File: src/logic/cofd_map.svh
`ifndef COFD_MAP_SVH
`define COFD_MAP_SVH
`define COFD_WORD_W      16
`define COFD_ACC_W       36
`define COFD_SHAMT_W     4
`define COFD_MASK_ALL    16'hFFFF
`define COFD_ZERO_WORD   16'h0000
`define COFD_ZERO_ACC    36'h0_0000_0000
`define COFD_SP_RESET    16'h0000
`define COFD_OSC_PER_IC  2
`define COFD_ACC_HI_LSB  16
`define COFD_ACC_HI_MSB  31
`endif

File: src/logic/cofd_pkg.sv
package cofd_pkg;
  // operation codes presented to the decoder
  typedef enum logic [3:0] {
    COFD_OP_NOP      = 4'b0000,
    COFD_OP_AND_IMM  = 4'b0001,
    COFD_OP_OR_IMM   = 4'b0010,
    COFD_OP_XOR_IMM  = 4'b0011,
    COFD_OP_NOT      = 4'b0100,
    COFD_OP_BF_CLR   = 4'b0101,
    COFD_OP_BF_SET   = 4'b0110,
    COFD_OP_BF_TGL   = 4'b0111,
    COFD_OP_MULTIBIT_LOGICAL_SHIFT     = 4'b1000,
    COFD_OP_MULTIBIT_ARITH_SHIFT     = 4'b1001,
    COFD_OP_ASL1     = 4'b1010,
    COFD_OP_ZERO     = 4'b1011,
    COFD_OP_PULL     = 4'b1100,
    COFD_OP_PULL_NONE = 4'b1101
  } cofd_op_t;
  // register identifiers
  typedef enum logic [3:0] {
    COFD_R_A  = 4'b0000,
    COFD_R_B  = 4'b0001,
    COFD_R_A1 = 4'b0010,
    COFD_R_B1 = 4'b0011,
    COFD_R_X0 = 4'b0100,
    COFD_R_Y0 = 4'b0101,
    COFD_R_Y1 = 4'b0110,
    COFD_R_R0 = 4'b0111,
    COFD_R_R1 = 4'b1000,
    COFD_R_R2 = 4'b1001,
    COFD_R_R3 = 4'b1010,
    COFD_R_N  = 4'b1011,
    COFD_R_SP = 4'b1100,
    COFD_R_M  = 4'b1101,
    COFD_R_MEM = 4'b1110
  } cofd_reg_t;
  // executed core operation after alias remapping
  typedef enum logic [2:0] {
    COFD_EX_NONE  = 3'b000,
    COFD_EX_BITFIELD_CLEAR_TEST = 3'b001,
    COFD_EX_BITFIELD_SET_TEST = 3'b010,
    COFD_EX_BFTGL = 3'b011,
    COFD_EX_MULTIBIT_ARITH_SHIFT  = 3'b100,
    COFD_EX_LSL1  = 3'b101,
    COFD_EX_ASL1  = 3'b110,
    COFD_EX_MOVE  = 3'b111
  } cofd_ex_t;
  // operand field sets
  typedef enum logic [3:0] {
    COFD_SET_DATA   = 4'b0000,
    COFD_SET_EXT    = 4'b0001,
    COFD_SET_PTRSP  = 4'b0010,
    COFD_SET_PTR    = 4'b0011,
    COFD_SET_IDX    = 4'b0100,
    COFD_SET_MOD    = 4'b0101,
    COFD_SET_ARITH  = 4'b0110,
    COFD_SET_UPPER  = 4'b0111,
    COFD_SET_DD     = 4'b1000,
    COFD_SET_ACC    = 4'b1001,
    COFD_SET_ACCHI  = 4'b1010
  } cofd_set_t;
endpackage

File: src/logic/cofd_field_check.sv
`timescale 1ns/1ps
`include "cofd_map.svh"
// operand set membership for one register
module cofd_field_check (
  input  wire cofd_pkg::cofd_set_t set_i,
  input  wire cofd_pkg::cofd_reg_t reg_i,
  output logic                     member_o
);
  import cofd_pkg::*;
  function automatic logic is_dd(input cofd_reg_t r);
    is_dd = (r == COFD_R_X0) || (r == COFD_R_Y0) || (r == COFD_R_Y1);
  endfunction
  function automatic logic is_acc(input cofd_reg_t r);
    is_acc = (r == COFD_R_A) || (r == COFD_R_B);
  endfunction
  function automatic logic is_hi(input cofd_reg_t r);
    is_hi = (r == COFD_R_A1) || (r == COFD_R_B1);
  endfunction
  function automatic logic is_ptr(input cofd_reg_t r);
    is_ptr = (r == COFD_R_R0) || (r == COFD_R_R1) || (r == COFD_R_R2) || (r == COFD_R_R3);
  endfunction
  // set decode
  always_comb begin
    case (set_i)
      COFD_SET_DATA:  member_o = is_acc(reg_i) || is_hi(reg_i) || is_dd(reg_i);
      COFD_SET_EXT:   member_o = is_acc(reg_i) || is_hi(reg_i) || is_dd(reg_i)
                                 || is_ptr(reg_i) || (reg_i == COFD_R_N);
      COFD_SET_PTRSP: member_o = is_ptr(reg_i) || (reg_i == COFD_R_SP);
      COFD_SET_PTR:   member_o = is_ptr(reg_i);
      COFD_SET_IDX:   member_o = (reg_i == COFD_R_N);
      COFD_SET_MOD:   member_o = (reg_i == COFD_R_M);
      COFD_SET_ARITH: member_o = is_acc(reg_i) || is_dd(reg_i);
      COFD_SET_UPPER: member_o = is_hi(reg_i) || is_dd(reg_i);
      COFD_SET_DD:    member_o = is_dd(reg_i);
      COFD_SET_ACC:   member_o = is_acc(reg_i);
      COFD_SET_ACCHI: member_o = is_hi(reg_i);
      default:        member_o = 1'b0;
    endcase
  end
endmodule

File: src/logic/cofd_decode.sv
`timescale 1ns/1ps
`include "cofd_map.svh"
module cofd_decode #(
  parameter int OSC_PER_IC = `COFD_OSC_PER_IC
) (
  input  wire logic                   sys_clk_i,
  input  wire logic                   rstn_i,
  input  wire logic                   insn_valid_i,
  input  wire cofd_pkg::cofd_op_t     op_i,
  input  wire cofd_pkg::cofd_reg_t    dst_i,
  input  wire cofd_pkg::cofd_reg_t    src1_i,
  input  wire cofd_pkg::cofd_reg_t    src2_i,
  input  wire logic [15:0]            imm_i,
  input  wire logic [15:0]            dst_val_i,
  input  wire logic [15:0]            src1_val_i,
  input  wire logic [15:0]            src2_val_i,
  input  wire logic [15:0]            mem_rdata_i,
  input  wire logic                   acc_sat_sel_i,
  input  wire cofd_pkg::cofd_set_t    chk_set_i,
  input  wire cofd_pkg::cofd_reg_t    chk_reg_i,
  output logic                        ic_en_o,
  output logic                        busy_o,
  output logic                        done_o,
  output cofd_pkg::cofd_ex_t          ex_op_o,
  output logic                        illegal_o,
  output cofd_pkg::cofd_reg_t         wr_reg_o,
  output logic                        wr_en_o,
  output logic [15:0]                 wr_data_o,
  output logic                        acc_clr_o,
  output logic                        cc_upd_o,
  output logic                        cc_logic_o,
  output logic                        bf_all_o,
  output logic [15:0]                 mem_addr_o,
  output logic                        mem_rd_o,
  output logic [15:0]                 sp_o,
  output logic                        acc_sat_o,
  output logic                        chk_member_o
);
  import cofd_pkg::*;

  typedef enum logic [1:0] {
    COFD_ST_IDLE = 2'b00,
    COFD_ST_EXEC = 2'b01,
    COFD_ST_PULL = 2'b10
  } cofd_state_t;

  cofd_state_t state_q;
  logic [3:0]  osc_cnt_q;
  logic        ic_tick;
  cofd_op_t    op_q;
  cofd_reg_t   dst_q;
  cofd_reg_t   src1_q;
  cofd_reg_t   src2_q;
  logic [15:0] imm_q;
  logic [15:0] dval_q;
  logic [15:0] s1val_q;
  logic [15:0] s2val_q;
  logic        sat_q;
  logic [15:0] sp_q;
  logic        member;

  // register class helpers
  function automatic logic is_dd(input cofd_reg_t r);
    is_dd = (r == COFD_R_X0) || (r == COFD_R_Y0) || (r == COFD_R_Y1);
  endfunction
  function automatic logic is_acc(input cofd_reg_t r);
    is_acc = (r == COFD_R_A) || (r == COFD_R_B);
  endfunction
  // every 16-bit register that a zero move may name
  function automatic logic is_word16(input cofd_reg_t r);
    is_word16 = is_dd(r) || (r == COFD_R_A1) || (r == COFD_R_B1) || (r == COFD_R_R0)
                || (r == COFD_R_R1) || (r == COFD_R_R2) || (r == COFD_R_R3) || (r == COFD_R_N);
  endfunction
  // multi-bit shift operand pair check
  function automatic logic shift_pair_ok(input cofd_reg_t v, input cofd_reg_t a, input cofd_reg_t d);
    logic pair;
    pair = ((v == COFD_R_Y1) && (a == COFD_R_X0)) || ((v == COFD_R_Y0) && (a == COFD_R_X0))
        || ((v == COFD_R_Y1) && (a == COFD_R_Y0)) || ((v == COFD_R_Y0) && (a == COFD_R_Y0))
        || ((v == COFD_R_A1) && (a == COFD_R_Y0)) || ((v == COFD_R_B1) && (a == COFD_R_Y1));
    shift_pair_ok = pair && is_dd(d);
  endfunction
  // bit-field destinations: 16-bit registers or a data memory word
  function automatic logic bf_dst_ok(input cofd_reg_t d);
    bf_dst_ok = is_word16(d) || (d == COFD_R_MEM) || (d == COFD_R_SP) || (d == COFD_R_M);
  endfunction

  // operand set membership lookup
  cofd_field_check u_field (
    .set_i    (chk_set_i),
    .reg_i    (chk_reg_i),
    .member_o (member)
  );

  // instruction cycle enable from oscillator divider
  assign ic_tick = (osc_cnt_q == 4'(OSC_PER_IC - 1));
  always_ff @(posedge sys_clk_i or negedge rstn_i) begin
    if (!rstn_i) begin
      osc_cnt_q <= 4'h0;
    end else if (ic_tick) begin
      osc_cnt_q <= 4'h0;
    end else begin
      osc_cnt_q <= osc_cnt_q + 4'h1;
    end
  end
  always_ff @(posedge sys_clk_i or negedge rstn_i) begin
    if (!rstn_i) begin
      ic_en_o <= 1'b0;
    end else begin
      ic_en_o <= ic_tick;
    end
  end

  // instruction capture
  always_ff @(posedge sys_clk_i or negedge rstn_i) begin
    if (!rstn_i) begin
      op_q    <= COFD_OP_NOP;
      dst_q   <= COFD_R_A;
      src1_q  <= COFD_R_A;
      src2_q  <= COFD_R_A;
      imm_q   <= `COFD_ZERO_WORD;
      dval_q  <= `COFD_ZERO_WORD;
      s1val_q <= `COFD_ZERO_WORD;
      s2val_q <= `COFD_ZERO_WORD;
      sat_q   <= 1'b0;
    end else if (state_q == COFD_ST_IDLE && insn_valid_i && ic_tick) begin
      op_q    <= op_i;
      dst_q   <= dst_i;
      src1_q  <= src1_i;
      src2_q  <= src2_i;
      imm_q   <= imm_i;
      dval_q  <= dst_val_i;
      s1val_q <= src1_val_i;
      s2val_q <= src2_val_i;
      sat_q   <= acc_sat_sel_i;
    end
  end

  // sequencer: exec on one instruction cycle, a named pull adds a memory cycle
  always_ff @(posedge sys_clk_i or negedge rstn_i) begin
    if (!rstn_i) begin
      state_q <= COFD_ST_IDLE;
    end else if (ic_tick) begin
      case (state_q)
        COFD_ST_IDLE: begin
          if (insn_valid_i) begin
            state_q <= (op_i == COFD_OP_PULL) ? COFD_ST_PULL : COFD_ST_EXEC;
          end
        end
        COFD_ST_PULL: state_q <= COFD_ST_EXEC;
        COFD_ST_EXEC: state_q <= COFD_ST_IDLE;
        default:      state_q <= COFD_ST_IDLE;
      endcase
    end
  end

  always_ff @(posedge sys_clk_i or negedge rstn_i) begin
    if (!rstn_i) begin
      busy_o <= 1'b0;
    end else begin
      busy_o <= (state_q != COFD_ST_IDLE);
    end
  end

  // memory read request for stack pull
  always_ff @(posedge sys_clk_i or negedge rstn_i) begin
    if (!rstn_i) begin
      mem_rd_o   <= 1'b0;
      mem_addr_o <= `COFD_ZERO_WORD;
    end else begin
      mem_rd_o   <= (state_q == COFD_ST_PULL) && ic_tick;
      mem_addr_o <= sp_q;
    end
  end

  // stack pointer decrement after pull
  always_ff @(posedge sys_clk_i or negedge rstn_i) begin
    if (!rstn_i) begin
      sp_q <= `COFD_SP_RESET;
    end else if (state_q == COFD_ST_EXEC && ic_tick
                 && (op_q == COFD_OP_PULL || op_q == COFD_OP_PULL_NONE)) begin
      sp_q <= sp_q - 16'h0001;
    end
  end
  assign sp_o = sp_q;

  // execution and write-back
  always_ff @(posedge sys_clk_i or negedge rstn_i) begin
    if (!rstn_i) begin
      done_o     <= 1'b0;
      ex_op_o    <= COFD_EX_NONE;
      illegal_o  <= 1'b0;
      wr_reg_o   <= COFD_R_A;
      wr_en_o    <= 1'b0;
      wr_data_o  <= `COFD_ZERO_WORD;
      acc_clr_o  <= 1'b0;
      cc_upd_o   <= 1'b0;
      cc_logic_o <= 1'b0;
      bf_all_o   <= 1'b0;
      acc_sat_o  <= 1'b0;
    end else if (state_q == COFD_ST_EXEC && ic_tick) begin
      done_o     <= 1'b1;
      wr_reg_o   <= dst_q;
      wr_en_o    <= 1'b0;
      acc_clr_o  <= 1'b0;
      cc_upd_o   <= 1'b0;
      cc_logic_o <= 1'b0;
      illegal_o  <= 1'b0;
      bf_all_o   <= 1'b0;
      acc_sat_o  <= sat_q;
      ex_op_o    <= COFD_EX_NONE;
      wr_data_o  <= `COFD_ZERO_WORD;
      case (op_q)
        // immediate logic only via bit-field ops, unmasked bits kept
        COFD_OP_AND_IMM, COFD_OP_BF_CLR: begin
          ex_op_o   <= COFD_EX_BITFIELD_CLEAR_TEST;
          illegal_o <= !bf_dst_ok(dst_q);
          wr_en_o   <= bf_dst_ok(dst_q);
          cc_upd_o  <= 1'b1;
          if (op_q == COFD_OP_AND_IMM) begin
            wr_data_o <= dval_q & imm_q;
            bf_all_o  <= ((dval_q & ~imm_q) == ~imm_q);
          end else begin
            wr_data_o <= dval_q & ~imm_q;
            bf_all_o  <= ((dval_q & imm_q) == imm_q);
          end
        end
        // or-immediate maps onto bit-field set
        COFD_OP_OR_IMM, COFD_OP_BF_SET: begin
          ex_op_o   <= COFD_EX_BITFIELD_SET_TEST;
          illegal_o <= !bf_dst_ok(dst_q);
          wr_en_o   <= bf_dst_ok(dst_q);
          cc_upd_o  <= 1'b1;
          wr_data_o <= dval_q | imm_q;
          bf_all_o  <= ((dval_q & imm_q) == imm_q);
        end
        // xor-immediate maps onto bit-field toggle
        COFD_OP_XOR_IMM, COFD_OP_BF_TGL: begin
          ex_op_o   <= COFD_EX_BFTGL;
          illegal_o <= !bf_dst_ok(dst_q);
          wr_en_o   <= bf_dst_ok(dst_q);
          cc_upd_o  <= 1'b1;
          wr_data_o <= dval_q ^ imm_q;
          bf_all_o  <= ((dval_q & imm_q) == imm_q);
        end
        // complement: toggle with every mask bit set
        COFD_OP_NOT: begin
          ex_op_o   <= COFD_EX_BFTGL;
          illegal_o <= !bf_dst_ok(dst_q);
          wr_en_o   <= bf_dst_ok(dst_q);
          cc_upd_o  <= 1'b1;
          wr_data_o <= dval_q ^ `COFD_MASK_ALL;
          bf_all_o  <= (dval_q == `COFD_MASK_ALL);
        end
        // both multi-bit shifts share the arithmetic path
        COFD_OP_MULTIBIT_LOGICAL_SHIFT, COFD_OP_MULTIBIT_ARITH_SHIFT: begin
          ex_op_o   <= COFD_EX_MULTIBIT_ARITH_SHIFT;
          illegal_o <= !shift_pair_ok(src1_q, src2_q, dst_q);
          wr_en_o   <= shift_pair_ok(src1_q, src2_q, dst_q);
          cc_upd_o  <= 1'b1;
          wr_data_o <= s1val_q << s2val_q[`COFD_SHAMT_W-1:0];
        end
        // single shift: data registers take the logical path
        COFD_OP_ASL1: begin
          cc_upd_o <= 1'b1;
          if (is_dd(dst_q)) begin
            ex_op_o    <= COFD_EX_LSL1;
            cc_logic_o <= 1'b1;
            wr_en_o    <= 1'b1;
            wr_data_o  <= {dval_q[`COFD_WORD_W-2:0], 1'b0};
          end else if (is_acc(dst_q)) begin
            ex_op_o <= COFD_EX_ASL1;
          end else begin
            illegal_o <= 1'b1;
          end
        end
        // clears: accumulators go to the alu, words get a zero move
        COFD_OP_ZERO: begin
          if (is_acc(dst_q)) begin
            ex_op_o   <= COFD_EX_NONE;
            acc_clr_o <= 1'b1;
            cc_upd_o  <= 1'b1;
          end else if (is_word16(dst_q)) begin
            ex_op_o   <= COFD_EX_MOVE;
            wr_en_o   <= 1'b1;
            wr_data_o <= `COFD_ZERO_WORD;
          end else begin
            illegal_o <= 1'b1;
          end
        end
        // named pull: stack word read one cycle earlier
        COFD_OP_PULL: begin
          ex_op_o   <= COFD_EX_MOVE;
          wr_en_o   <= 1'b1;
          wr_data_o <= mem_rdata_i;
        end
        // unnamed pull: pointer update only, no data
        COFD_OP_PULL_NONE: begin
          ex_op_o <= COFD_EX_NONE;
        end
        default: begin
          ex_op_o <= COFD_EX_NONE;
        end
      endcase
    end else begin
      done_o    <= 1'b0;
      wr_en_o   <= 1'b0;
      acc_clr_o <= 1'b0;
      cc_upd_o  <= 1'b0;
    end
  end

  // registered operand set lookup
  always_ff @(posedge sys_clk_i or negedge rstn_i) begin
    if (!rstn_i) begin
      chk_member_o <= 1'b0;
    end else begin
      chk_member_o <= member;
    end
  end
endmodule

File: config.mk
export PLATFORM = sky130hd
export DESIGN_NAME = cofd_decode
export DESIGN_NICKNAME = d
export VERILOG_FILES = /design/src/logic/cofd_pkg.sv /design/src/logic/cofd_field_check.sv /design/src/logic/cofd_decode.sv
export VERILOG_INCLUDE_DIRS = /design/src /design/src/logic
export SDC_FILE = /design/constraint.sdc
export NUM_CORES = 1
export LEC_CHECK = 0
export ABC_AREA = 1
export BUFFER_PORTS_ARGS = -buffer_cell sky130_fd_sc_hd__clkbuf_2
export CAP_MARGIN = 25
export CORE_MARGIN = 8
export CORE_UTILIZATION = 60
export CTS_CLUSTER_SIZE = 16
export DETAILED_ROUTE_END_ITERATION = 8
export PLACE_DENSITY = 0.95
export SLEW_MARGIN = 0
export SYNTH_ARGS = -nofsm -noshare
export SYNTH_HDL_FRONTEND = slang
export SYNTH_SLANG_ARGS = --single-unit
File: constraint.sdc
create_clock -name sys_clk_i -period 3.13 [get_ports sys_clk_i]
set_input_delay 0.4695 -clock sys_clk_i [delete_from_list [all_inputs] [get_ports sys_clk_i]]
set_output_delay 0.4695 -clock sys_clk_i [all_outputs]
set_load 0.005 [all_outputs]
==> metrics <==
status=completed; CTS HTree Levels=4; grt peak-use layer=met2; Via density=5.63; DRT iter0 DRCs=846; asr flop ratio synth=100%; worst skew pair latency=0.44 ns; gpl congestion=0.945; Die Span Y=136 um; max frequency=444 MHz; root buffer cell=clkbuf_16; startpoint types=flop; Crit Path Category=reg -> reg; vias in the first global route=8335; part of the power in registers=34.1%; Core Box Area=14300 um2; IO Port Bufs=162; most common cell in the synthesized netlist=nand2_1; CTS buffer count=17; via count=8591; cell taking the most area after synthesis=dfrtp_1; final setup vio count=0; share of the synthesized area in the top cell type=41.2%; Die W=136 um; Routed WL=25000 um; DR WL/cell=16.4 um; largest net degree at the start of global routing=99; period utilisation layout=71.9%; hold_buf cts=0; Netlist cell types=35; Synth area leaders=dfrtp_1 41%, nand2_1 16%, ha_1 9.6%, nor2_1 7.3%, nand3_1 5.8%; Fin. Hold Viols=0; Antenna Nets Post-Route=0; shortest period the worst path allows=2.25 ns; register bit count reported by yosys=142; Starting Density=60.3%; max_cap viols=0; measured slew at the worst slew-check pin=0.776 ns; Sw Pwr=0.00441 W; Cell Pwr Density=936 nW/um2; RSZ-0062 raised after global routing=false; syn_nets=1353; GRT Residual Overflow=0; I/O pins=175; leakage power=5.70 nW; internal power=0.00510 W; Peak VDD IR=0.600 mV; Fin Clk Skew=0.0115 ns; Required @ worst endpoint=3.46 ns; GRT Resource Usage Total=27.2%; Top FF cell, synth=dfrtp_1; Post-synth EDFFs=0; final instance area=10200 um2; share of layout cells above drive strength 1=16.9%; CTS tree=yes; met1 Use GR=30.8%; Mapped Cells=1179; Residual DRC=0; average size of a mapped cell=7.32 um2; Final HPWL DP=17600 um; top cells by count, synth=360 x nand2_1, 167 x nor2_1, 142 x dfrtp_1; clk buf depth=2; TNS Setup=0 ns; met3 Use GR=7.21%; clk slew on worst S/H paths=0.07 ns; Worst EP arrival=2.58 ns; endpoint type of the worst setup path=flop; Mapped Area=8630 um2; clock sink total=142; Pwr Total=0.00951 W; Worst Hold Class=in -> async; post-CTS resize count=0; row count=44; first-pass GRT wire length=40000 um; GRT met2 Usage=44.2%; die area=18500 um2; register area share after synthesis=41.2%; synth-to-layout area growth=17.7%; NumNets Final=1502; Clock power frac=21.8%; Critical Path Fanout Max=18; area post-placement=9560 um2; initial antenna violation count=0; Slew Limit Fails=0; post-CTS setup buffer count=0; Max transition margin=48.3%; Yosys warning total=0; Comb pwr share=44.1%; switching share of power=46.4%; DRT Pass-1 Iters=6
==> worst paths after layout <==
check	slack (ns)	from	cells past startpoint	endpoint
max	0.88	s2val_q[0]	9	wr_data_o[14]
min	0.10	rstn_i	1	dst_q[3]
max reg2reg	0.88	s2val_q[0]	9	wr_data_o[14]
min reg2reg	0.42	sp_o[0]	0	mem_addr_o[0]
max in group asynchronous	2.24	rstn_i	2	s1val_q[1]
min in group sys_clk_i	0.26	src1_val_i[13]	3	s1val_q[13]
==> metal layers <==
| layer | up-vias | routed length (um) |
|---|---|---|
| met2 | 524 | 11900 |
| met3 | 151 | 2260 |
| met1 | 3912 | 9240 |
| li1 | 4004 | - |
| met4 | 0 | 1580 |
| met5 | - | 0 |
==> kinds of logic (layout without fill, tap and decap cells) <==
kind of cell | count (synthesis) | in the layout | share of synthesized area (%)
other | 0 | 1 | 0
xor gates and xnor gates | 14 | 14 | 1.42
adders and majority gates | 66 | 66 | 9.57
and+or+nand+nor | 668 | 668 | 32.5
buffers and inverters | 165 | 327 | 7.84
DFF | 142 | 142 | 41.2
AOI/OAI and AO/OA | 124 | 124 | 7.52
==> layout by cell type, fill, tap and decap left out, drive strengths merged <==
master / n
ha: 66
clkinvlp: 2
o22ai: 3
nor2: 178
inv: 133
nand2: 364
dfrtp: 142
o2111ai: 1
nor4: 2
nand4: 10
o21ai: 56
and2: 1
nand3: 103
nor3: 10
a21oi: 56
clkbuf: 178
xnor2: 4
bufinv: 1
xor2: 10
diode: 1
clkinv: 6
a21boi: 6
o221ai: 1
a22oi: 1
buf: 7
==> power by group through the flow <==
stage | clock, W | combinational [W] | sequential (W)
2_1_floorplan | 0 | 0.00287 | 0.00306
3_3_place_gp | 0 | 0.00385 | 0.00320
3_5_place_dp | 0 | 0.00403 | 0.00324
4_1_cts | 0.00208 | 0.00413 | 0.00322
5_1_grt | 0.00215 | 0.00472 | 0.00333
6_report | 0.00207 | 0.00420 | 0.00325
==> per-stage QoR <==
| stage | cells | hold WS (ns) | util (%) | worst slack [ns] |
|---|---|---|---|---|
| global route | 1525 | 0.164 | 70.9 | 0.655 |
| floorplan | 1179 | 0.174 | - | 1.70 |
| detailed placement | 1493 | 0.400 | 66.8 | 1.03 |
| finish | 1526 | 0.102 | 71.0 | 0.879 |
| global placement | 1493 | 0.391 | 66.8 | 1.09 |
| CTS | 1525 | 0.131 | 70.9 | 0.932 |
==> registers in the layout, summed over array words and instances, names as in the netlist, 2 cells and up <==
signal	flops
ex_op_o	3
src2_q	4
osc_cnt_q	4
imm_q	16
src1_q	4
sp_o	16
op_q	4
s1val_q	16
wr_data_o	16
mem_addr_o	16
dval_q	16
wr_reg_o	4
s2val_q	4
dst_q	4
state_q	2
==> cell type report <==
class                   count  area, um2
diodes                      1       2.50
clock buffers              17        425
clock inverters            15        171
fillers                  1088       4160
inverters                 127        477
multi-input cells         872       4410
flip-flops and latches    142       3550
well taps                 184        230
repair buffers            168        887
==> worst max-delay path, cell delays in order (launching register included) <==
cell and delay, ns:
dfrtp_1 0.64, clkinv_1 0.54, nand2_1 0.25, nand3_1 0.13
nand2_1 0.15, nand2_1 0.07, nand3_1 0.13, nand3_1 0.09
nand2_1 0.07, nand2_1 0.05
(Power assumes the default switching activity.)
